$ cat src/hw/rwq_pkg.sv
/*
 * constants, encodings and the cache-block record for the result write queue.
 * assumes nothing of its surroundings; imported by the queue module.
 */
package rwq_pkg;
    // =========================================================
    // queue geometry
    localparam int RWQ_DEPTH = 16;
    localparam int PTR_W     = 4;
    localparam int CNT_W     = 5;
    localparam int NOPS      = 2;
    localparam int DIST_W    = 4;
    // =========================================================
    // address and field widths
    localparam int REG_ADR_W = 6;   // double-word register address
    localparam int REG_LOW_W = 3;   // quarter word inside a double word
    localparam int REG_QW    = 8;   // quarter words per double word
    localparam int IDX_ADR_W = 5;
    localparam int CADR_W    = 24;  // quarter-word cache address
    localparam int QLOW_W    = 4;   // quarter word inside a quad word
    localparam int QB_QW     = 16;  // quarter words per quad-word block
    localparam int BLK_W     = CADR_W - QLOW_W;
    localparam int PAIR_W    = BLK_W - 1;
    localparam int LEN_W     = 5;   // 1..16 quarter words
    localparam int POS_W     = 8;   // cache position of the write
    localparam int FMT_W     = 4;
    localparam int PREC_W    = 2;
    // =========================================================
    // reset and step values
    localparam logic [CNT_W-1:0] CNT_ZERO   = 5'h00;
    localparam logic [CNT_W-1:0] CNT_ONE    = 5'h01;
    localparam logic [CNT_W-1:0] CNT_FULL   = 5'h10;
    localparam logic [CNT_W-1:0] UNREL_NONE = 5'h1f; // zero unreleased, minus one
    localparam logic [PTR_W-1:0] PTR_ZERO   = 4'h0;
    localparam logic [PTR_W-1:0] PTR_ONE    = 4'h1;
    // =========================================================
    // encodings
    typedef enum logic [PREC_W-1:0] {
        RWQ_PREC_QUARTER = 2'b00,
        RWQ_PREC_HALF    = 2'b01,
        RWQ_PREC_SINGLE  = 2'b10,
        RWQ_PREC_DOUBLE  = 2'b11
    } rwq_prec_e;
    typedef enum logic [1:0] {
        RWQ_ACT_READ    = 2'b00,
        RWQ_ACT_FORWARD = 2'b01,
        RWQ_ACT_STALL   = 2'b11
    } rwq_act_e;
    typedef struct packed {
        logic [PAIR_W-1:0] even_hi;
        logic [PAIR_W-1:0] odd_hi;
        logic [QB_QW-1:0]  even_v;
        logic [QB_QW-1:0]  odd_v;
    } rwq_blk_s;
endpackage

$ cat src/hw/rwq_result_write_queue.sv
/*
 * result write queue with hazard comparison stores and forwarding distance.
 * assumes synchronous inputs on clock, a sequencer that keeps schedule
 * requests up while stall_clocks_q is high, and an arithmetic unit that only
 * takes released entries.
 */
`timescale 1ns/1ps
// Summary of operation
// - queue holds sixteen pending result destinations
// - entry keeps addresses, cache or register target, and cache position
// - each produced result reads the next entry in order
// - comparison store written same cycle and slot as the queue entry
// - released addresses, and unreleased ones when compare-pending is set, compared in parallel with operand reads; match means stale
// - five-bit scheduled count plus read and write pointers
// - five-bit unreleased count minus one, and compare-pending flag
// - one schedule request uses exactly one entry
// - schedule into a full queue stops the clocks until room
// - index, register, cache sections written together; type picks valid part
// - one register comparison set per operand on its double-word address
// - eight-bit quarter-word mask from low register bits and precision
// - precision two bits quarter to double; format four bits
// - any index match stalls indexing stage; never forwarded
// - cache write stores even and odd quad-word block high addresses
// - sixteen-bit occupancy per block gives overlap; high address gives match
// - exact match needs low, high and format equal with enables set
// - forward only with exact and no partial; partial stops clocks
// - register comparison same as cache but double-word granular
// - exact lines rotated to age order, priority-encoded to newest distance
module rwq_result_write_queue
(
    input  wire logic                                 clock,
    input  wire logic                                 nrst,
    input  wire logic                                 clk_en,
    input  wire logic                                 sched_valid,
    input  wire logic                                 sched_is_cache,
    input  wire logic                                 sched_release_all,
    input  wire logic                                 cmp_pending_wr,
    input  wire logic                                 cmp_pending_val,
    input  wire logic [rwq_pkg::REG_ADR_W-1:0]        sched_reg_adr,
    input  wire logic [rwq_pkg::REG_LOW_W-1:0]        sched_reg_low,
    input  wire logic [rwq_pkg::PREC_W-1:0]           sched_prec,
    input  wire logic [rwq_pkg::FMT_W-1:0]            sched_fmt,
    input  wire logic [rwq_pkg::IDX_ADR_W-1:0]        sched_idx_adr,
    input  wire logic [rwq_pkg::CADR_W-1:0]           sched_cache_adr,
    input  wire logic [rwq_pkg::LEN_W-1:0]            sched_cache_len,
    input  wire logic [rwq_pkg::POS_W-1:0]            sched_cache_pos,
    input  wire logic                                 result_take,
    input  wire logic [1:0]                           rd_reg_valid,
    input  wire logic [1:0][rwq_pkg::REG_ADR_W-1:0]   rd_reg_adr,
    input  wire logic [1:0][rwq_pkg::REG_LOW_W-1:0]   rd_reg_low,
    input  wire logic [1:0][rwq_pkg::PREC_W-1:0]      rd_prec,
    input  wire logic [1:0][rwq_pkg::FMT_W-1:0]       rd_fmt,
    input  wire logic [1:0]                           rd_cache_valid,
    input  wire logic [1:0][rwq_pkg::CADR_W-1:0]      rd_cache_adr,
    input  wire logic [1:0][rwq_pkg::LEN_W-1:0]       rd_cache_len,
    input  wire logic [1:0]                           idx_valid,
    input  wire logic [1:0][rwq_pkg::IDX_ADR_W-1:0]   idx_adr,
    output logic                                      res_valid_q,
    output logic                                      res_is_cache_q,
    output logic [rwq_pkg::REG_ADR_W-1:0]             res_reg_adr_q,
    output logic [rwq_pkg::REG_QW-1:0]                res_reg_mask_q,
    output logic [rwq_pkg::CADR_W-1:0]                res_cache_adr_q,
    output logic [rwq_pkg::POS_W-1:0]                 res_cache_pos_q,
    output logic [rwq_pkg::CNT_W-1:0]                 scheduled_write_count_q,
    output logic [rwq_pkg::CNT_W-1:0]                 unreleased_m1_q,
    output logic                                      compare_pending_enable_q,
    output logic [rwq_pkg::PTR_W-1:0]                 rd_ptr_q,
    output logic [rwq_pkg::PTR_W-1:0]                 wr_ptr_q,
    output logic                                      stall_clocks_q,
    output logic                                      stall_index_q,
    output logic [1:0]                                op_stale_q,
    output logic [1:0][1:0]                           op_action_q,
    output logic [1:0][rwq_pkg::DIST_W-1:0]           op_fwd_dist_q
);
    import rwq_pkg::*;

    // =========================================================
    // helpers
    // mask within one double word; a run past the top is clipped
    function automatic logic [REG_QW-1:0] reg_mask(input logic [REG_LOW_W-1:0] low,
                                                   input logic [PREC_W-1:0]    prec);
        logic [2*REG_QW-1:0] run;
        run = (2*REG_QW)'((17'h1 << (4'h1 << prec)) - 17'h1);
        return run[REG_QW-1:0] << low;
    endfunction

    // split an unaligned access over its even and odd quad-word blocks
    function automatic rwq_blk_s blocks(input logic [CADR_W-1:0] adr,
                                        input logic [LEN_W-1:0]  len);
        logic [2*QB_QW-1:0] occ;
        logic [BLK_W-1:0]   blk;
        logic [BLK_W-1:0]   nxt;
        rwq_blk_s           b;
        occ = (2*QB_QW)'((33'h1 << len) - 33'h1) << adr[QLOW_W-1:0];
        blk = adr[CADR_W-1:QLOW_W];
        nxt = blk + BLK_W'(1);
        if (blk[0]) begin
            b.odd_hi  = blk[BLK_W-1:1];
            b.odd_v   = occ[QB_QW-1:0];
            b.even_hi = nxt[BLK_W-1:1];
            b.even_v  = occ[2*QB_QW-1:QB_QW];
        end else begin
            b.even_hi = blk[BLK_W-1:1];
            b.even_v  = occ[QB_QW-1:0];
            b.odd_hi  = blk[BLK_W-1:1];
            b.odd_v   = occ[2*QB_QW-1:QB_QW];
        end
        return b;
    endfunction

    // highest set position, i.e. newest in age order
    function automatic logic [PTR_W-1:0] newest(input logic [RWQ_DEPTH-1:0] v);
        logic [PTR_W-1:0] k;
        k = PTR_ZERO;
        for (int i = 0; i < RWQ_DEPTH; i++) begin
            if (v[i]) begin
                k = PTR_W'(i);
            end
        end
        return k;
    endfunction

    // =========================================================
    // occupancy bookkeeping
    logic [CNT_W-1:0] released_cnt;
    logic             q_full;
    logic             sched_ok;
    logic             take_ok;
    logic [CNT_W-1:0] cnt_d;
    logic [CNT_W-1:0] unrel_d;
    logic             cmp_en_d;
    rwq_blk_s         wblk;

    // minus-one form makes all ones mean nothing unreleased
    assign released_cnt = CNT_W'(scheduled_write_count_q - unreleased_m1_q - CNT_ONE);
    assign q_full       = (scheduled_write_count_q == CNT_FULL);
    assign sched_ok     = sched_valid & ~q_full;
    assign take_ok      = result_take & (released_cnt != CNT_ZERO);
    assign cnt_d        = CNT_W'(scheduled_write_count_q + {4'h0, sched_ok}
                                 - {4'h0, take_ok});
    // release also covers an entry scheduled in the same cycle
    assign unrel_d      = sched_release_all ? UNREL_NONE
                        : sched_ok ? CNT_W'(unreleased_m1_q + CNT_ONE)
                        : unreleased_m1_q;
    assign cmp_en_d     = cmp_pending_wr ? cmp_pending_val : compare_pending_enable_q;
    assign wblk         = blocks(sched_cache_adr, sched_cache_len);

    // control state; all of it holds while clk_en is low
    always_ff @(posedge clock or negedge nrst) begin
        if (!nrst) begin
            scheduled_write_count_q  <= CNT_ZERO;
            unreleased_m1_q          <= UNREL_NONE;
            compare_pending_enable_q <= 1'b0;
            rd_ptr_q                 <= PTR_ZERO;
            wr_ptr_q                 <= PTR_ZERO;
        end else if (clk_en) begin
            scheduled_write_count_q  <= cnt_d;
            unreleased_m1_q          <= unrel_d;
            compare_pending_enable_q <= cmp_en_d;
            rd_ptr_q                 <= rd_ptr_q + (take_ok ? PTR_ONE : PTR_ZERO);
            wr_ptr_q                 <= wr_ptr_q + (sched_ok ? PTR_ONE : PTR_ZERO);
        end
    end

    // =========================================================
    // queue entries and comparison stores, one slot per entry
    logic                      e_cache_q [RWQ_DEPTH];
    logic [REG_ADR_W-1:0]      e_radr_q  [RWQ_DEPTH];
    logic [REG_LOW_W-1:0]      e_rlow_q  [RWQ_DEPTH];
    logic [REG_QW-1:0]         e_rmask_q [RWQ_DEPTH];
    logic [FMT_W+PREC_W-1:0]   e_fmtp_q  [RWQ_DEPTH];
    logic [IDX_ADR_W-1:0]      e_idx_q   [RWQ_DEPTH];
    logic [CADR_W-1:0]         e_cadr_q  [RWQ_DEPTH];
    logic [LEN_W-1:0]          e_len_q   [RWQ_DEPTH];
    logic [POS_W-1:0]          e_pos_q   [RWQ_DEPTH];
    rwq_blk_s                  e_blk_q   [RWQ_DEPTH];

    // data only, no reset: the age window keeps stale slots out of compares
    always_ff @(posedge clock) begin
        if (clk_en && sched_ok) begin
            e_cache_q[wr_ptr_q] <= sched_is_cache;
            e_radr_q[wr_ptr_q]  <= sched_reg_adr;
            e_rlow_q[wr_ptr_q]  <= sched_reg_low;
            e_rmask_q[wr_ptr_q] <= reg_mask(sched_reg_low, sched_prec);
            e_fmtp_q[wr_ptr_q]  <= {sched_fmt, sched_prec};
            e_idx_q[wr_ptr_q]   <= sched_idx_adr;
            e_cadr_q[wr_ptr_q]  <= sched_cache_adr;
            e_len_q[wr_ptr_q]   <= sched_cache_len;
            e_pos_q[wr_ptr_q]   <= sched_cache_pos;
            e_blk_q[wr_ptr_q]   <= wblk;
        end
    end

    // =========================================================
    // parallel comparison of every slot against both operands
    logic [1:0][RWQ_DEPTH-1:0] exact;
    logic [1:0][RWQ_DEPTH-1:0] part;
    logic [1:0][RWQ_DEPTH-1:0] idx_hit;
    logic [1:0][RWQ_DEPTH-1:0] rot;
    rwq_blk_s                  rblk  [NOPS];
    logic [REG_QW-1:0]         rmask [NOPS];

    generate
        for (genvar o = 0; o < NOPS; o++) begin : g_op
            assign rblk[o]  = blocks(rd_cache_adr[o], rd_cache_len[o]);
            assign rmask[o] = reg_mask(rd_reg_low[o], rd_prec[o]);
        end
        for (genvar e = 0; e < RWQ_DEPTH; e++) begin : g_ent
            wire [PTR_W-1:0] age    = PTR_W'(e) - rd_ptr_q;
            wire             in_use = {1'b0, age} < scheduled_write_count_q;
            wire             in_rel = {1'b0, age} < released_cnt;
            // unreleased slots only join the compare when enabled
            wire             cmp_ok = in_rel | (in_use & compare_pending_enable_q);
            wire             r_vld  = cmp_ok & ~e_cache_q[e];
            wire             c_vld  = cmp_ok & e_cache_q[e];
            for (genvar o = 0; o < NOPS; o++) begin : g_cmp
                // double-word granular register compare
                wire r_hi  = r_vld & (e_radr_q[e] == rd_reg_adr[o]);
                wire r_ov  = r_hi & (|(e_rmask_q[e] & rmask[o]));
                wire r_ex  = r_hi & (e_rlow_q[e] == rd_reg_low[o])
                           & (e_fmtp_q[e] == {rd_fmt[o], rd_prec[o]});
                // quad-word block compare, either block may carry overlap
                wire c_ev  = (e_blk_q[e].even_hi == rblk[o].even_hi)
                           & (|(e_blk_q[e].even_v & rblk[o].even_v));
                wire c_od  = (e_blk_q[e].odd_hi == rblk[o].odd_hi)
                           & (|(e_blk_q[e].odd_v & rblk[o].odd_v));
                wire c_ov  = c_vld & (c_ev | c_od);
                wire c_ex  = c_vld & (e_cadr_q[e] == rd_cache_adr[o])
                           & (e_len_q[e] == rd_cache_len[o])
                           & (e_fmtp_q[e] == {rd_fmt[o], rd_prec[o]});
                assign exact[o][e]   = (rd_reg_valid[o] & r_ov & r_ex)
                                     | (rd_cache_valid[o] & c_ex);
                assign part[o][e]    = (rd_reg_valid[o] & r_ov & ~r_ex)
                                     | (rd_cache_valid[o] & c_ov & ~c_ex);
                assign idx_hit[o][e] = r_vld & idx_valid[o]
                                     & (e_idx_q[e] == idx_adr[o]);
                // position k holds the slot scheduled k-th after the oldest
                assign rot[o][e]     = exact[o][PTR_W'(rd_ptr_q + PTR_W'(e))];
            end
        end
    endgenerate

    // =========================================================
    // hazard decision per operand
    logic [1:0]              any_part;
    logic [1:0]              any_exact;
    logic [1:0][1:0]         act_d;
    logic [1:0][DIST_W-1:0]  dist_d;
    logic                    stall_clk_d;
    logic                    stall_idx_d;

    generate
        for (genvar o = 0; o < NOPS; o++) begin : g_dec
            assign any_part[o]  = |part[o];
            assign any_exact[o] = |exact[o];
            // any partial match anywhere blocks forwarding; slightly pessimistic
            assign act_d[o]  = any_part[o] ? RWQ_ACT_STALL
                             : any_exact[o] ? RWQ_ACT_FORWARD : RWQ_ACT_READ;
            // zero means the most recently scheduled write
            assign dist_d[o] = DIST_W'(scheduled_write_count_q - CNT_ONE
                                      - {1'b0, newest(rot[o])});
        end
    endgenerate
    assign stall_clk_d = (sched_valid & q_full) | (|any_part);
    assign stall_idx_d = |idx_hit;

    // registered hazard outputs
    always_ff @(posedge clock or negedge nrst) begin
        if (!nrst) begin
            stall_clocks_q <= 1'b0;
            stall_index_q  <= 1'b0;
            op_stale_q     <= '0;
            op_action_q    <= '0;
            op_fwd_dist_q  <= '0;
        end else if (clk_en) begin
            stall_clocks_q <= stall_clk_d;
            stall_index_q  <= stall_idx_d;
            op_stale_q     <= any_part | any_exact;
            op_action_q    <= act_d;
            op_fwd_dist_q  <= dist_d;
        end
    end

    // =========================================================
    // destination of the result being produced, read in order
    always_ff @(posedge clock or negedge nrst) begin
        if (!nrst) begin
            res_valid_q     <= 1'b0;
            res_is_cache_q  <= 1'b0;
            res_reg_adr_q   <= '0;
            res_reg_mask_q  <= '0;
            res_cache_adr_q <= '0;
            res_cache_pos_q <= '0;
        end else if (clk_en) begin
            res_valid_q <= take_ok;
            if (take_ok) begin
                res_is_cache_q  <= e_cache_q[rd_ptr_q];
                res_reg_adr_q   <= e_radr_q[rd_ptr_q];
                res_reg_mask_q  <= e_rmask_q[rd_ptr_q];
                res_cache_adr_q <= e_cadr_q[rd_ptr_q];
                res_cache_pos_q <= e_pos_q[rd_ptr_q];
            end
        end
    end
endmodule

$ cat config.mk
export PLATFORM = sky130hd
export DESIGN_NAME = rwq_result_write_queue
export DESIGN_NICKNAME = d
export VERILOG_FILES = /design/src/hw/rwq_pkg.sv /design/src/hw/rwq_result_write_queue.sv
export SDC_FILE = /design/constraint.sdc
export NUM_CORES = 2
export LEC_CHECK = 0
export BUFFER_PORTS_ARGS = -buffer_cell sky130_fd_sc_hd__buf_2
export CAP_MARGIN = 20
export CORE_ASPECT_RATIO = 1.75
export CORE_UTILIZATION = 45
export DETAILED_ROUTE_END_ITERATION = 12
export REMOVE_ABC_BUFFERS = 1
export SYNTH_ARGS = -nofsm -noshare
export SYNTH_HDL_FRONTEND = slang
export SYNTH_SLANG_ARGS = --single-unit
$ cat constraint.sdc
create_clock -name clock -period 26.9 [get_ports clock]
set_input_delay 6.725 -clock clock [delete_from_list [all_inputs] [get_ports clock]]
set_output_delay 6.725 -clock clock [all_outputs]
set_load 0.02 [all_outputs]
==> results.yml <==
route:
  wire_per_inst_um: 45.0
  totalWireLength_um: 607000
  drcViolationCount: 0
  first_iter_violations: 13200
  via_count: 95200
  vias_per_cell: 7.06
  postRouteAntennaNets: 0
  drt-pass1-iter-count: 9
clocking:
  clk_pin_slew_worst_paths_ns: 0.07
  post_cts_buffers: 0
  insertion_delay_ns: 0.90
  cts_sinks: 1953
  cts_max_path_buffers: 4
  cts_tree: "built"
  ctsResizeCount: 0
  htreeDepth: 4
  root_buffer: "clkbuf_16"
  cts_buffers: 197
  cts_hold_buffers: 0
setup_path:
  reg2reg_from: "rd_ptr_q[0]"
  criticalPathCategory: "input port to register"
  reg2regPathDepth: 25
  critPathRequiredTime_ns: 27.70
  worstPathArrival_ns: 15.22
  cp_max_fo: 38
  crit_start: "rd_cache_len[8]"
  endpoint_kind: "register"
  critPathLaunchType: "input port"
  r2r-end: "op_fwd_dist_q[3]"
  reg2reg_slack_ns: 18.16
pwr:
  p_total_uw: 11000
  max-vdd-ir-drop_uv: 65.5
  power.density_nw_per_um2: 84.6
  power_leakage_uw: 0.0431
hold_path:
  hold_depth: 2
  hold_end: "op_fwd_dist_q[4]"
  min-delay-start: "op_fwd_dist_q[4]"
  hold_class: "register to register"
sta:
  min_period_ns: 14.42
  hold_viol_final: 0
  relSlewSlack_pct: -11.8
  finClkSkew_ns: 0.102
  setup_violations: 0
  slew_violations: 2
  fin_crit_sh_pct: 53.6
  tightest_slew_ns: 1.68
  setup_ws_ns: 12.48
  setup_tns_ns: 0
  fmax_mhz: 69.3
  rsz0062_at_grt: "no"
synthesis:
  synth_ff_type: "edfxtp_1"
  synthMuxAreaShare_pct: 6.54
  syn_area_sq_um: 116000
  yosysSeqAreaShare_pct: 50.3
  synth_compound_area_share_pct: 11.4
  yosys.area.top_type: "edfxtp_1"
  synthDistinctLibCells: 120
  synth-seq-cells: 1953
  syn_area_per_cell_sq_um: 12.0
  synth-simple-area-share_pct: 10.9
  synth-edff-count: 1872
  synth-adder-area-share_pct: 0.974
  synth_xor_area_share_pct: 17.2
  synthCells: 9646
  yosysWarnings: 0
  synth_top_family_by_area: "XOR/XNOR gates"
  async_flop_share_pct: 4.15
  synthTopCellsByArea: "edfxtp_1 49%, xor2_1 10%, xnor2_1 6.7%"
  synth.top_cell.area_share_pct: 48.5
place:
  hpwlAfterDp_um: 427000
  port_buffers: 252
  dpl-instance-area_sq_um: 123000
  gp_congestion: 1.08
  place_ws_ns: 11.82
finish:
  design_area_sq_um: 130000
  drive_above_1_share_pct: 15.9
  fin_util_pct: 50.7
  final_nets: 10200
  final_cell_mix: "1872 x edfxtp_1, 1365 x xor2_1, 863 x xnor2_1, 517 x nand2_1, 425 x buf_4"
  layout_commonest_cell: "edfxtp_1"
  syn2layout_area_growth_pct: 12.2
  fillers: 22400
outcome:
  violations: "slew limit"
  status: "finished with violations"
global_route:
  grt_util_met3_pct: 12.1
  antenna_found_initial: 58
  top_usage_layer: "met2"
  use_met2_pct: 75.4
  grtUsageTotal_pct: 46.0
  grt_pass1_vias: 94200
  grt.overflow.total: 0
  grt_max_degree: 118
  grt_pass1_wl_um: 809000
  met1_usage_pct: 45.2
floorplan:
  pin_count: 253
  fp-row-count: 246
  dieArea_sq_um: 260000
  coreArea_sq_um: 256000
  die_y_um: 673
  die_w_um: 386
  start_util_pct: 45.2
run:
  maxCapViolations: 0
cell families (layout without fill, tap and decap cells):
logic type	Yosys count	after routing
buffers and inverters	748	1198
XOR/XNOR	2272	2272
adder cells (fa/ha/maj)	90	90
flip-flops	1953	1953
other	0	40
AO/OA/AOI/OAI	1740	1740
multiplexers	413	413
AND/OR/NAND/NOR	2430	2430
power by group:
group | leakage (uW) | switching [uW] | total [uW] | internal [uW]
Sequential | 0.0178 | 203 | 3790 | 3580
Clock | 0.00312 | 1290 | 2890 | 1590
Combinational | 0.0222 | 2900 | 4330 | 1430
worst max-delay path, stage by stage:
cell	delay [ns]
buf_2	0.20
or3_1	0.57
nor3_2	0.53
inv_1	0.16
ha_1	0.22
buf_4	0.24
or4_1	0.46
a211oi_1	0.66
nor2_1	0.28
o2bb2ai_1	0.30
o32a_1	0.59
a21oi_1	0.79
or2_1	0.85
a22oi_1	0.21
nand3_1	0.13
o21ai_0	0.18
buf_4	0.24
a2111oi_0	0.44
a2111oi_0	0.14
buf_1	0.21
a32oi_1	0.75
o22a_1	0.27
worst max-delay path by stage:
| stage | to | slack (ns) | cells after the start |
|---|---|---|---|
| 2_1_floorplan | e_blk_q[4][0] | 10.72 | 4 |
| 3_3_place_gp | stall_clocks_q | 11.49 | 21 |
| 6_report | op_action_q[2] | 12.48 | 22 |
| 4_1_cts | op_action_q[2] | 12.71 | 22 |
| 5_1_grt | stall_clocks_q | 12.53 | 22 |
| 3_5_place_dp | op_action_q[2] | 11.82 | 22 |
area by class of cell:
class                           instances  area (sq um)  share of cell area [%]
Sequential cell                      1953         58300                    44.8
Clock buffer                          233          5180                    3.99
Multi-Input combinational cell       6945         55500                    42.7
Antenna cell                           40           100                  0.0770
Clock inverter                        124          1260                   0.970
Timing Repair Buffer                  714          4940                    3.80
Tap cell                             3348          4190                    3.22
Inverter                              127           479                   0.369
per-stage QoR:
step | instances | hold slack [ns]
floorplan | 9025 | 0.589
global placement | 13000 | 0.467
detailed placement | 13100 | 0.476
CTS | 13400 | 0.492
global route | 13500 | 0.513
finish | 13500 | 0.495
synthesized netlist by cell type, drive strengths merged (70+ instances only):
| cell type | n |
|---|---|
| xor2 | 1388 |
| a222oi | 169 |
| mux4 | 267 |
| nor3 | 218 |
| ha | 75 |
| clkbuf | 364 |
| inv | 117 |
| mux2 | 79 |
| a221oi | 112 |
| nor4 | 346 |
| nand2 | 518 |
| xnor2 | 882 |
| a211oi | 70 |
| a22oi | 223 |
| a21oi | 223 |
| o21ai | 254 |
| nand4 | 355 |
| nor2 | 374 |
| dfrtp | 76 |
| nand3 | 273 |
| buf | 257 |
| edfxtp | 1872 |
per-layer routing:
| layer | part of all wire [%] | vias to the layer above |
|---|---|---|
| li1 | - | 37900 |
| met2 | 48 | 6847 |
| met5 | 0.045 | - |
| met3 | 9.1 | 2693 |
| met1 | 30 | 47700 |
| met4 | 13 | 36 |
flip-flops by register name (all words and copies together) (netlist names), 6 cells and up:
signal,flops
e_radr_q,96
res_reg_mask_q,8
e_len_q,80
e_cadr_q,80
e_rlow_q,48
res_cache_pos_q,8
res_cache_adr_q,24
e_fmtp_q,96
e_idx_q,80
res_reg_adr_q,6
e_blk_q,1120
e_rmask_q,128
e_cache_q,16
op_fwd_dist_q,8
e_pos_q,128
Note: power is estimated with default switching activity, not from simulation.
